==> config.mk <==
export PLATFORM = sky130hd
export DESIGN_NAME = swd_top
export DESIGN_NICKNAME = d
export VERILOG_FILES = /design/src/verilog/swd_sync.v /design/src/verilog/swd_pulse_timer.v /design/src/verilog/swd_top.v
export VERILOG_INCLUDE_DIRS = /design/src /design/src/common
export SDC_FILE = /design/constraint.sdc
export NUM_CORES = 1
export LEC_CHECK = 0
export BUFFER_PORTS_ARGS = -buffer_cell sky130_fd_sc_hd__clkbuf_2
export CORE_ASPECT_RATIO = 1.1
export CORE_MARGIN = 8
export CORE_UTILIZATION = 40
export DETAILED_ROUTE_END_ITERATION = 10
export PLACE_DENSITY = 0.54
export SLEW_MARGIN = 20
export SYNTH_ARGS = -nofsm -noshare
export SYNTH_HDL_FRONTEND = slang
export SYNTH_SLANG_ARGS = --single-unit
==> constraint.sdc <==
create_clock -name clk -period 8.15 [get_ports clk]
set_input_delay 0.815 -clock clk [delete_from_list [all_inputs] [get_ports clk]]
set_output_delay 0.815 -clock clk [all_outputs]
set_load 0.02 [all_outputs]
==> src/common/swd_consts.vh <==
`ifndef SWD_CONSTS_VH
`define SWD_CONSTS_VH

// Clock
`define SWD_CLK_MHZ        125

// Register byte offsets
`define SWD_OFF_CTRL       6'h00
`define SWD_OFF_WDPER      6'h04
`define SWD_OFF_RSTPER     6'h08
`define SWD_OFF_STATE      6'h0C
`define SWD_OFF_ISTS       6'h10
`define SWD_OFF_ICLR       6'h14
`define SWD_OFF_IEN        6'h18
`define SWD_OFF_COUNT      6'h1C
`define SWD_OFF_FAULTS     6'h20

// Control fields
`define SWD_CTRL_W         4
`define SWD_CTRL_RST       4'h0
`define SWD_CTRL_WIN       0
`define SWD_CTRL_EXT       1
`define SWD_CTRL_RSA       2
`define SWD_CTRL_RSB       3

// Widths
`define SWD_PER_W          24
`define SWD_CNT_W          31
`define SWD_FLT_W          8

// Timing
`define SWD_EXT_SHIFT      7
`define SWD_SHIFT_R8       3'h3
`define SWD_SHIFT_R16      3'h4
`define SWD_SHIFT_R64      3'h6
`define SWD_WDPER_DEF      24'h0F4240
`define SWD_RSTPER_DEF     24'h030D40

// Interrupt bits
`define SWD_IRQ_W          4
`define SWD_IRQ_TMO        0
`define SWD_IRQ_FAST       1
`define SWD_IRQ_SLOW       2
`define SWD_IRQ_RPEND      3

`endif

==> src/verilog/swd_sync.v <==
`timescale 1ns/1ps
module swd_sync #(
	parameter WIDTH = 1
) (
	// Clock and reset
	input  wire             clk,
	input  wire             arst_n,
	// Data
	input  wire [WIDTH-1:0] din,
	output wire [WIDTH-1:0] dout
);
	genvar i;
	generate
		for (i = 0; i < WIDTH; i = i + 1) begin : g_bit
			reg meta_q;
			reg sync_q;
			always @(posedge clk or negedge arst_n) begin
				if (!arst_n) begin
					meta_q <= 1'b0;
					sync_q <= 1'b0;
				end else begin
					meta_q <= din[i];
					sync_q <= meta_q;
				end
			end
			assign dout[i] = sync_q;
		end
	endgenerate
endmodule

==> src/verilog/swd_pulse_timer.v <==
`timescale 1ns/1ps
`include "swd_consts.vh"
module swd_pulse_timer (
	// Clock and reset
	input  wire                  clk,
	input  wire                  arst_n,
	// Control
	input  wire                  start,
	input  wire [`SWD_PER_W-1:0] len,
	// Status
	output reg                   active_q,
	output reg                   rst_n_q,
	output reg                   done_q
);
	reg [`SWD_PER_W-1:0] cnt_q;

	always @(posedge clk or negedge arst_n) begin
		if (!arst_n) begin
			cnt_q    <= {`SWD_PER_W{1'b0}};
			active_q <= 1'b0;
			rst_n_q  <= 1'b1;
			done_q   <= 1'b0;
		end else begin
			done_q <= 1'b0;
			if (!active_q) begin
				if (start) begin
					// Zero length still gives one cycle of reset
					cnt_q    <= (len == {`SWD_PER_W{1'b0}}) ? len : len - 1'b1;
					active_q <= 1'b1;
					rst_n_q  <= 1'b0;
				end
			end else if (cnt_q == {`SWD_PER_W{1'b0}}) begin
				active_q <= 1'b0;
				rst_n_q  <= 1'b1;
				done_q   <= 1'b1;
			end else begin
				cnt_q <= cnt_q - 1'b1;
			end
		end
	end
endmodule

==> src/verilog/swd_top.v <==
`timescale 1ns/1ps
`include "swd_consts.vh"
module swd_top #(
	parameter [`SWD_PER_W-1:0] WDOG_CYC_DEF  = `SWD_WDPER_DEF,
	parameter [`SWD_PER_W-1:0] RESET_CYC_DEF = `SWD_RSTPER_DEF
) (
	// Clock and reset
	input  wire        clk,
	input  wire        arst_n,
	// Avalon-MM slave
	input  wire [5:0]  avs_address,
	input  wire        avs_read,
	input  wire        avs_write,
	input  wire [31:0] avs_writedata,
	output reg  [31:0] avs_readdata,
	output reg         avs_waitrequest,
	// Watchdog pins
	input  wire        wdog_kick_in,
	output wire        wdog_rst_n,
	// Interrupt
	output reg         irq
);
	// Software registers
	reg [`SWD_CTRL_W-1:0] ctrl_q;
	reg [`SWD_CTRL_W-1:0] ctrl_prev_q;
	reg [`SWD_PER_W-1:0]  wdog_period_set_q;
	reg [`SWD_PER_W-1:0]  reset_period_set_q;
	reg [`SWD_IRQ_W-1:0]  irq_sts_q;
	reg [`SWD_IRQ_W-1:0]  irq_sts_d;
	reg [`SWD_IRQ_W-1:0]  irq_en_q;
	reg [`SWD_IRQ_W-1:0]  irq_en_d;
	reg [`SWD_FLT_W-1:0]  fault_cnt_q;

	// Watchdog state
	reg [`SWD_CNT_W-1:0]  cnt_q;
	reg [`SWD_CNT_W-1:0]  cnt_d;
	reg                   kick_prev_q;

	wire                  kick_s;
	wire                  rst_active;
	wire                  rp_done;

	// Bus decode
	wire                  wr_acc;
	wire                  rd_acc;
	reg  [31:0]           rd_mux;

	// Mode decode
	wire                  mode_win;
	wire                  ext_sel;
	wire                  ratio_sel_a;
	wire                  ratio_sel_b;
	wire                  per_zero;
	wire                  std_en;
	wire                  win_en;
	wire                  cfg_chg;
	reg  [2:0]            ratio_shift;

	// Limits and events
	wire [`SWD_CNT_W-1:0] lim_std;
	wire [`SWD_CNT_W-1:0] lim_slow;
	wire [`SWD_CNT_W-1:0] lim_fast;
	wire [`SWD_CNT_W-1:0] cnt_inc;
	wire                  kick_fall;
	wire                  live;
	wire                  ev_tmo;
	wire                  ev_fast;
	wire                  ev_slow;
	wire                  ev_valid;
	wire                  fault;
	wire [`SWD_IRQ_W-1:0] events;

	swd_sync #(
		.WIDTH(1)
	) u_kick_sync (
		.clk    (clk),
		.arst_n (arst_n),
		.din    (wdog_kick_in),
		.dout   (kick_s)
	);

	swd_pulse_timer u_rst_pulse (
		.clk      (clk),
		.arst_n   (arst_n),
		.start    (fault),
		.len      (reset_period_set_q),
		.active_q (rst_active),
		.rst_n_q  (wdog_rst_n),
		.done_q   (rp_done)
	);

	// One wait state: data latched while waitrequest is high, taken after it drops
	assign wr_acc = avs_write & ~avs_waitrequest;
	assign rd_acc = avs_read & avs_waitrequest;

	always @(posedge clk or negedge arst_n) begin
		if (!arst_n) begin
			kick_prev_q <= 1'b0;
		end else begin
			kick_prev_q <= kick_s;
		end
	end

	// Exactly one cycle per falling edge
	assign kick_fall = kick_prev_q & ~kick_s;

	assign mode_win    = ctrl_q[`SWD_CTRL_WIN];
	assign ext_sel     = ctrl_q[`SWD_CTRL_EXT];
	assign ratio_sel_a = ctrl_q[`SWD_CTRL_RSA];
	assign ratio_sel_b = ctrl_q[`SWD_CTRL_RSB];
	assign per_zero    = (wdog_period_set_q == {`SWD_PER_W{1'b0}});

	assign std_en = ~mode_win & ~per_zero;
	assign win_en = mode_win & ~per_zero & ~(ratio_sel_a & ~ratio_sel_b);

	// Any select change restarts the interval so a mode switch never faults
	assign cfg_chg = (ctrl_q != ctrl_prev_q);

	always @* begin
		case ({ratio_sel_a, ratio_sel_b})
			2'b00: ratio_shift = `SWD_SHIFT_R8;
			2'b01: ratio_shift = `SWD_SHIFT_R16;
			2'b11: ratio_shift = `SWD_SHIFT_R64;
			default: ratio_shift = `SWD_SHIFT_R8;
		endcase
	end

	assign lim_std = ext_sel ?
		{wdog_period_set_q, {`SWD_EXT_SHIFT{1'b0}}} :
		{{`SWD_EXT_SHIFT{1'b0}}, wdog_period_set_q};
	assign lim_slow = {{`SWD_EXT_SHIFT{1'b0}}, wdog_period_set_q};
	assign lim_fast = lim_slow >> ratio_shift;
	assign cnt_inc  = cnt_q + 1'b1;

	// Nothing counts or faults while the reset pulse runs
	assign live = ~rst_active & ~cfg_chg;

	assign ev_tmo   = std_en & live & ~kick_fall & (cnt_inc >= lim_std);
	assign ev_fast  = win_en & live & kick_fall & (cnt_q < lim_fast);
	assign ev_slow  = win_en & live & ~kick_fall & (cnt_inc >= lim_slow);
	assign ev_valid = win_en & live & kick_fall & (cnt_q >= lim_fast);
	assign fault    = ev_tmo | ev_fast | ev_slow;

	always @* begin
		cnt_d = cnt_q;
		if (rst_active) begin
			cnt_d = {`SWD_CNT_W{1'b0}};
		end else if (cfg_chg) begin
			cnt_d = {`SWD_CNT_W{1'b0}};
		end else if (fault) begin
			cnt_d = {`SWD_CNT_W{1'b0}};
		end else if (std_en) begin
			if (kick_fall) begin
				cnt_d = {`SWD_CNT_W{1'b0}};
			end else begin
				cnt_d = cnt_inc;
			end
		end else if (win_en) begin
			if (ev_valid) begin
				cnt_d = {`SWD_CNT_W{1'b0}};
			end else begin
				cnt_d = cnt_inc;
			end
		end else begin
			cnt_d = {`SWD_CNT_W{1'b0}};
		end
	end

	always @(posedge clk or negedge arst_n) begin
		if (!arst_n) begin
			cnt_q <= {`SWD_CNT_W{1'b0}};
		end else begin
			cnt_q <= cnt_d;
		end
	end

	// Interrupt sources
	assign events = {rp_done, ev_slow, ev_fast, ev_tmo};

	always @* begin
		irq_en_d  = irq_en_q;
		irq_sts_d = irq_sts_q;
		if (wr_acc && avs_address == `SWD_OFF_IEN) begin
			irq_en_d = avs_writedata[`SWD_IRQ_W-1:0];
		end
		if (wr_acc && avs_address == `SWD_OFF_ICLR) begin
			irq_sts_d = irq_sts_q & ~avs_writedata[`SWD_IRQ_W-1:0];
		end
		// A new event outranks a clear in the same cycle
		irq_sts_d = irq_sts_d | events;
	end

	always @(posedge clk or negedge arst_n) begin
		if (!arst_n) begin
			irq_sts_q <= {`SWD_IRQ_W{1'b0}};
			irq_en_q  <= {`SWD_IRQ_W{1'b0}};
			irq       <= 1'b0;
		end else begin
			irq_sts_q <= irq_sts_d;
			irq_en_q  <= irq_en_d;
			irq       <= |(irq_sts_d & irq_en_d);
		end
	end

	// Configuration registers
	always @(posedge clk or negedge arst_n) begin
		if (!arst_n) begin
			ctrl_q             <= `SWD_CTRL_RST;
			ctrl_prev_q        <= `SWD_CTRL_RST;
			wdog_period_set_q  <= WDOG_CYC_DEF;
			reset_period_set_q <= RESET_CYC_DEF;
		end else begin
			ctrl_prev_q <= ctrl_q;
			if (wr_acc) begin
				case (avs_address)
					`SWD_OFF_CTRL: begin
						ctrl_q <= avs_writedata[`SWD_CTRL_W-1:0];
					end
					`SWD_OFF_WDPER: begin
						wdog_period_set_q <= avs_writedata[`SWD_PER_W-1:0];
					end
					`SWD_OFF_RSTPER: begin
						reset_period_set_q <= avs_writedata[`SWD_PER_W-1:0];
					end
					default: begin
						ctrl_q <= ctrl_q;
					end
				endcase
			end
		end
	end

	// Fault counter saturates so software sees a storm, not a wrap
	always @(posedge clk or negedge arst_n) begin
		if (!arst_n) begin
			fault_cnt_q <= {`SWD_FLT_W{1'b0}};
		end else if (fault && fault_cnt_q != {`SWD_FLT_W{1'b1}}) begin
			fault_cnt_q <= fault_cnt_q + 1'b1;
		end
	end

	// Read mux; unmapped and write-only offsets read as zero
	always @* begin
		rd_mux = 32'h00000000;
		case (avs_address)
			`SWD_OFF_CTRL: begin
				rd_mux[`SWD_CTRL_W-1:0] = ctrl_q;
			end
			`SWD_OFF_WDPER: begin
				rd_mux[`SWD_PER_W-1:0] = wdog_period_set_q;
			end
			`SWD_OFF_RSTPER: begin
				rd_mux[`SWD_PER_W-1:0] = reset_period_set_q;
			end
			`SWD_OFF_STATE: begin
				rd_mux[3:0] = {kick_s, win_en, std_en, rst_active};
			end
			`SWD_OFF_ISTS: begin
				rd_mux[`SWD_IRQ_W-1:0] = irq_sts_q;
			end
			`SWD_OFF_IEN: begin
				rd_mux[`SWD_IRQ_W-1:0] = irq_en_q;
			end
			`SWD_OFF_COUNT: begin
				rd_mux[`SWD_CNT_W-1:0] = cnt_q;
			end
			`SWD_OFF_FAULTS: begin
				rd_mux[`SWD_FLT_W-1:0] = fault_cnt_q;
			end
			default: begin
				rd_mux = 32'h00000000;
			end
		endcase
	end

	// Bus handshake: one wait cycle per access, then a fresh request
	always @(posedge clk or negedge arst_n) begin
		if (!arst_n) begin
			avs_waitrequest <= 1'b1;
			avs_readdata    <= 32'h00000000;
		end else begin
			if (!avs_waitrequest) begin
				avs_waitrequest <= 1'b1;
			end else if (avs_read || avs_write) begin
				avs_waitrequest <= 1'b0;
			end
			if (rd_acc) begin
				avs_readdata <= rd_mux;
			end
		end
	end
endmodule

# Word level (Yosys, flattened, before mapping)
# Cells that the tools add are included.
[word_totals]
elab_cells = 117
ff_bits = 166
[classes]
magnitude_cmp = 4
mux = 29
add_sub_neg = 4
n_shift = 1
bitwise_logic = 32
eq_ne = 14
n_reduce_logical = 15
[op_table]
columns = ["cell", "n"]
rows = [
  ["31-bit two-way mux", 8],
  ["24-bit two-way mux", 4],
  ["24-bit zero test", 3],
  ["31-bit >= comparator", 2],
  ["16-bit case mux with 3 select lines", 1],
  ["24-bit by 1-bit subtractor with 24-bit output, second input constant", 2],
  ["4-bit case mux with 8 select lines", 1],
  ["31-bit by 1-bit adder with 31-bit output, second input constant", 1],
  ["31-bit by 24-bit >= comparator with 1-bit output", 1],
  ["31-bit < comparator", 1],
  ["24-bit by 3-bit >> shifter with 31-bit output", 1],
  ["6-bit by 5-bit equality test with 1-bit output, second input constant", 4],
  ["1-bit AND", 17],
  ["4-bit case mux with 4 select lines", 1],
  ["6-bit by 4-bit equality test with 1-bit output, second input constant", 2],
  ["1-bit two-way mux", 10],
  ["2-bit AND reduction", 5],
  ["1-bit inverter", 9],
  ["8-bit by 1-bit adder with 8-bit output, second input constant", 1],
  ["4-bit AND", 2],
  ["4-bit two-way mux", 2],
  ["8-bit != test, second input constant", 1],
  ["7-bit two-way mux", 1],
  ["6-bit by 3-bit equality test with 1-bit output, second input constant", 1],
  ["14 further kinds", 18],
]

# Logic depth before layout (Yosys ltp)
[depth]
word_depth = 13
ltp_mapped = 19

# By module
# Synthesis repeated with hierarchy kept, for this count alone.
[unflattened]
hier_cells = 1224
hier_area_um2 = 11464.7
[by_module_without_submodules]
columns = ["mod", "cells_each", "instances", "area_each_um2"]
rows = [
  ["swd_top", 949, 1, 9212.6],
  ["swd_pulse_timer", 273, 1, 2202.1],
  ["swd_sync", 2, 1, 50.0],
]

# Worst setup path before layout
# Ideal clock, no wire load.
[synth_path]
path_kind = "reg-to-reg"
start = "reg cnt_q[0]"
end = "reg cnt_q[12]"
path_slack_ps = 4037
path_stages_with_launch = 19
required_ps = 8077
path_buffers = 3
setup_ps = 73
period_less_slack_ps = 4113
arrival_time_ps = 4040
cell_sequence = "dfrtp_1 > ha_1 > nand4_1 > or3_1 > clkbuf_1 > nor3_1 > xor2_1 > ha_1 > nand4_1 > nor3_1 > a221o_1 > o31a_1 > o2111ai_1 > nand2_1 > or3_1 > clkbuf_1 > or3_1 > buf_2 > nor2b_1"
[synth_between]
elab_chain_len = 8
word_cells_on_any_way = 18
classes_between = "1 x add/sub; 4 x order compare; 7 x mux; 6 x bitwise"
[synth_lines]
columns = ["element", "line", "text"]
rows = [
  ["start: declaration", "swd_top.v:35", "reg [`SWD_CNT_W-1:0] cnt_q;"],
  ["start signal: assignment", "swd_top.v:171", "cnt_q <= {`SWD_CNT_W{1'b0}};"],
  ["start signal: assignment", "swd_top.v:173", "cnt_q <= cnt_d;"],
  ["31-bit by 1-bit adder with 31-bit output or 31-bit >= comparator (tied branches)", "swd_top.v:133, swd_top.v:141", ""],
  ["31-bit >= comparator or 1-bit AND (tied branches)", "swd_top.v:138, swd_top.v:141", ""],
  ["1-bit AND or 31-bit two-way mux (tied branches)", "swd_top.v:138, swd_top.v:159", ""],
  ["1-bit OR or 31-bit two-way mux (tied branches)", "swd_top.v:142, swd_top.v:158", ""],
  ["1-bit OR or 31-bit two-way mux (tied branches)", "swd_top.v:142, swd_top.v:152", ""],
  ["31-bit two-way mux *", "swd_top.v:150", "end else if (fault) begin"],
  ["31-bit two-way mux *", "swd_top.v:148", "end else if (cfg_chg) begin"],
  ["31-bit two-way mux *", "swd_top.v:146", "if (rst_active) begin"],
  ["via cnt_d[12]", "swd_top.v:36", "reg [`SWD_CNT_W-1:0] cnt_d;"],
]
# The timed path passes the listed nets; every way through them passes the cells marked *.
# A chain may end at the register's enable or synchronous reset.

# Worst setup path in the final report
[layout_path]
start = "reg cnt_q[0]"
end = "reg cnt_q[28]"
# Same word-level chain as after synthesis.

==> impl_results.md <==
- Status: finished, final reports clean
- Final Skew: 0.0109 ns
- DIE AREA: 33100 um^2
- Fin Setup TNS: 0 ns
- Crit path time final: 5.57 ns
- Pwr Density: 211 nW/um^2
- Total power: 2.58 mW
- Syn. warnings: 0
- Clock sink total: 166
- Design area: 12200 um^2
- Ys flop type: dfrtp_1
- CP Data Required Time: 8.52 ns
- Final WS setup: 2.58 ns
- Initial antenna violation count: 0
- Internal Power: 1.75 mW
- Crit path DAT: 5.93 ns
- Final Max Slew Viols: 0
- Post-CTS setup repair buffer count: 0
- Cts hold-fix bufs: 0
- Final hold slack: 0.350 ns
- Final Util: 45.2%
- Sw Pwr: 829 uW
- Worst setup SP type: flop
- Overflow after GRT: 0
- Max_slew headroom: 24.3%
- Synth Register Bits: 166
- Final worst-path cycle share: 68.3%
- Post-synth ARST share: 100%
- Post-Layout Cell Count: 1556
- Wire length per cell: 20.6 um
- Post-synth EDFFs: 0
- Vias after detailed routing: 8896
- # rows: 63
- Fin. Hold Viols: 0
- Dpl cells: 1524
- Die H: 190 um
- Initial core utilization: 40.8%
- Worst-path clk slew: 0.06 ns
- GP Congestion: 0.867
- Hold Path Class: reg2reg
- Cell count after synthesis: 1164
- Sw Share: 32.1%
- RSZ-0062 raised after global routing: no
- Antenna viol nets, final: 0
- CTS tree: built
- Dpl ws: 2.58 ns
- Cell area after synthesis: 11000 um^2
- DRT Pass-1 Iters: 5
- Max Clock Freq: 180 MHz
- Least-Margin Pin Slew: 1.13 ns
- Sequential area share after synthesis: 37.9%
- Total core area: 27000 um^2
- Max FO, Critical Path: 31
- Root Driver: clkbuf_16
- Max cap viols: 0
- Critical path type: reg2reg
- Post-CTS Resized: 0
- Seq pwr share: 41.3%
- Max clock buf depth: 2
- Layout Area Growth over Synthesis: 11.0%
- HPWL Detailed: 23.2 mm
- Iter 0 DRT Violations: 654
- Number of remaining DRC errors: 0
- DP Area: 11600 um^2
- Largest net degree at the start of global routing: 94
- Lkg Pwr: 5.34 nW
- I/O Pins: 78
- Routed vias/inst: 5.72
- Die width: 174 um
- Peak supply drop: 0.000124 V
- Global Route Usage Sum: 19.7%
- Setup crit end kind: flop
- Global-route wire length before repair: 51.5 mm
- DRT Wirelength: 32.1 mm
- Synthesized area per cell: 9.47 um^2
- TritonCTS Buffers: 17
- Input/output buffers: 68
- Ant. Diodes: 0
- Clk_lat worst skew: 0.44 ns
- Power share of the clock group: 34.3%
- Nets: 1312
- Endpoints failing setup: 0
- Number of global-route vias before repair: 8951
- Synth unique cells: 68
- H-tree levels: 4
- Combinational share of power: 24.4%
- Share of layout cells above drive strength 1: 17.3%
## cells in the mapped netlist (3+ instances only)
cell / instances / area [um^2]
a21oi_1: 50 / 250
nor2_1: 78 / 293
a22oi_1: 9 / 67.6
xor2_1: 22 / 193
or3_1: 12 / 75.1
mux4_2: 3 / 67.6
buf_2: 7 / 35.0
mux2_2: 64 / 721
buf_1: 6 / 22.5
a222oi_1: 17 / 170
and3_1: 8 / 50.1
mux2i_1: 43 / 430
dfrtp_1: 151 / 3780
dfstp_2: 15 / 394
or4_1: 7 / 52.6
nand2_1: 122 / 458
a21o_1: 8 / 60.1
a211oi_1: 9 / 67.6
nand4b_1: 3 / 26.3
or4_4: 3 / 33.8
nor4_1: 20 / 125
xnor2_1: 53 / 464
ha_1: 83 / 1040
nor2b_1: 38 / 238
o21a_1: 14 / 105
a221oi_1: 13 / 114
and3b_1: 3 / 26.3
nand4_1: 24 / 150
or2_2: 4 / 25.0
nor3_1: 25 / 125
nand2b_1: 11 / 68.8
a22o_1: 5 / 43.8
a221o_1: 4 / 40.0
inv_1: 34 / 128
a31oi_1: 3 / 18.8
nand3_1: 32 / 160
o21ai_0: 54 / 270
nor4b_1: 3 / 26.3
clkbuf_1: 61 / 229
## worst paths after layout
path	startpoint	to	slack [ns]	cells past startpoint
worst min-delay path	u_kick_sync.g_bit[0].meta_q	u_kick_sync.dout	0.35	0
max in group asynchronous	arst_n	reset_period_set_q[7]	6.11	2
worst min register to register	u_kick_sync.g_bit[0].meta_q	u_kick_sync.dout	0.35	0
worst max register to register	cnt_q[0]	cnt_q[28]	2.58	15
worst max-delay path	cnt_q[0]	cnt_q[28]	2.58	15
min in group asynchronous	arst_n	u_rst_pulse.cnt_q[16]	0.47	1
## layer usage
| layer | global-route usage [%] | wire length (um) | vias to the layer above |
|---|---|---|---|
| met5 | 0 | 0 | - |
| li1 | - | - | 4256 |
| met3 | 3.45 | 1240 | 43 |
| met2 | 32.5 | 15600 | 187 |
| met1 | 26.0 | 14700 | 4410 |
| met4 | 6.09 | 594 | 0 |
## sequential cells by signal, summed over array words and instances, names as in the netlist, 4 cells and up
name	count
avs_readdata	31
cnt_q	31
ctrl_prev_q	4
ctrl_q	4
fault_cnt_q	8
irq_en_q	4
irq_sts_q	4
reset_period_set_q	24
u_rst_pulse.cnt_q	24
wdog_period_set_q	24
## power by group through the flow
stage,Clock (mW),Sequential (mW),Combinational (mW)
floorplan,0,1.02,0.505
global placement,0,1.08,0.620
detailed placement,0,1.08,0.630
CTS,0.908,1.06,0.633
global route,0.935,1.08,0.706
finish,0.885,1.07,0.629
## final cells by class
cell class                      count  area, um^2
Clock inverter                     12         175
Sequential cell                   166        4170
Timing Repair Buffer               77         414
Multi-Input combinational cell    889        6420
Tap cell                          357         447
Inverter                           35         133
Fill cell                        2601       14800
Clock buffer                       20         467
## cell families (layout without fill, tap and decap cells)
family                     Yosys count  after routing  synth area share, %
and+or+nand+nor                    407            407                 18.9
AOI/OAI and AO/OA                  211            211                 12.8
DFF                                166            166                 37.9
muxes                              110            110                 11.1
buffers and inverters              110            144                 3.87
adders and majority gates           83             83                 9.42
xor gates and xnor gates            75             75                 5.96
other                                2              3               0.0682
## critical path: stages (launching register included)
cell and delay [ns]:
dfrtp_1 0.59, nand2_1 0.28, nor4_4 0.65, nand4_1 0.19
xnor2_1 0.35, ha_1 0.33, nand4_1 0.16, nor3_1 0.10
a221o_1 0.32, o31a_1 0.28, o2111ai_1 0.32, nand2_1 0.28
or3_1 0.73, or3_1 0.47, buf_4 0.26, nor2b_1 0.17
## layout by cell type, fill, tap and decap left out, drive strengths merged, types with 4 or more instances in the layout
| master | count |
|---|---|
| a22oi | 9 |
| mux2 | 64 |
| clkinv | 6 |
| and3 | 8 |
| a21oi | 50 |
| clkbuf | 87 |
| ha | 83 |
| nor3 | 25 |
| nor4 | 23 |
| a22o | 5 |
| xor2 | 22 |
| nand2 | 122 |
| nor2 | 78 |
| a221o | 4 |
| o21a | 14 |
| mux2i | 43 |
| and2 | 4 |
| buf | 10 |
| a221oi | 13 |
| a222oi | 17 |
| or2 | 4 |
| dfstp | 15 |
| bufinv | 4 |
| nand2b | 11 |
| nand4 | 26 |
| or3 | 13 |
| or4 | 10 |
| inv | 34 |
| dfrtp | 151 |
| nor2b | 38 |
| a211oi | 9 |
| a21o | 8 |
| nand3 | 33 |
| o21ai | 56 |
| xnor2 | 53 |
(Power assumes the default switching activity.)
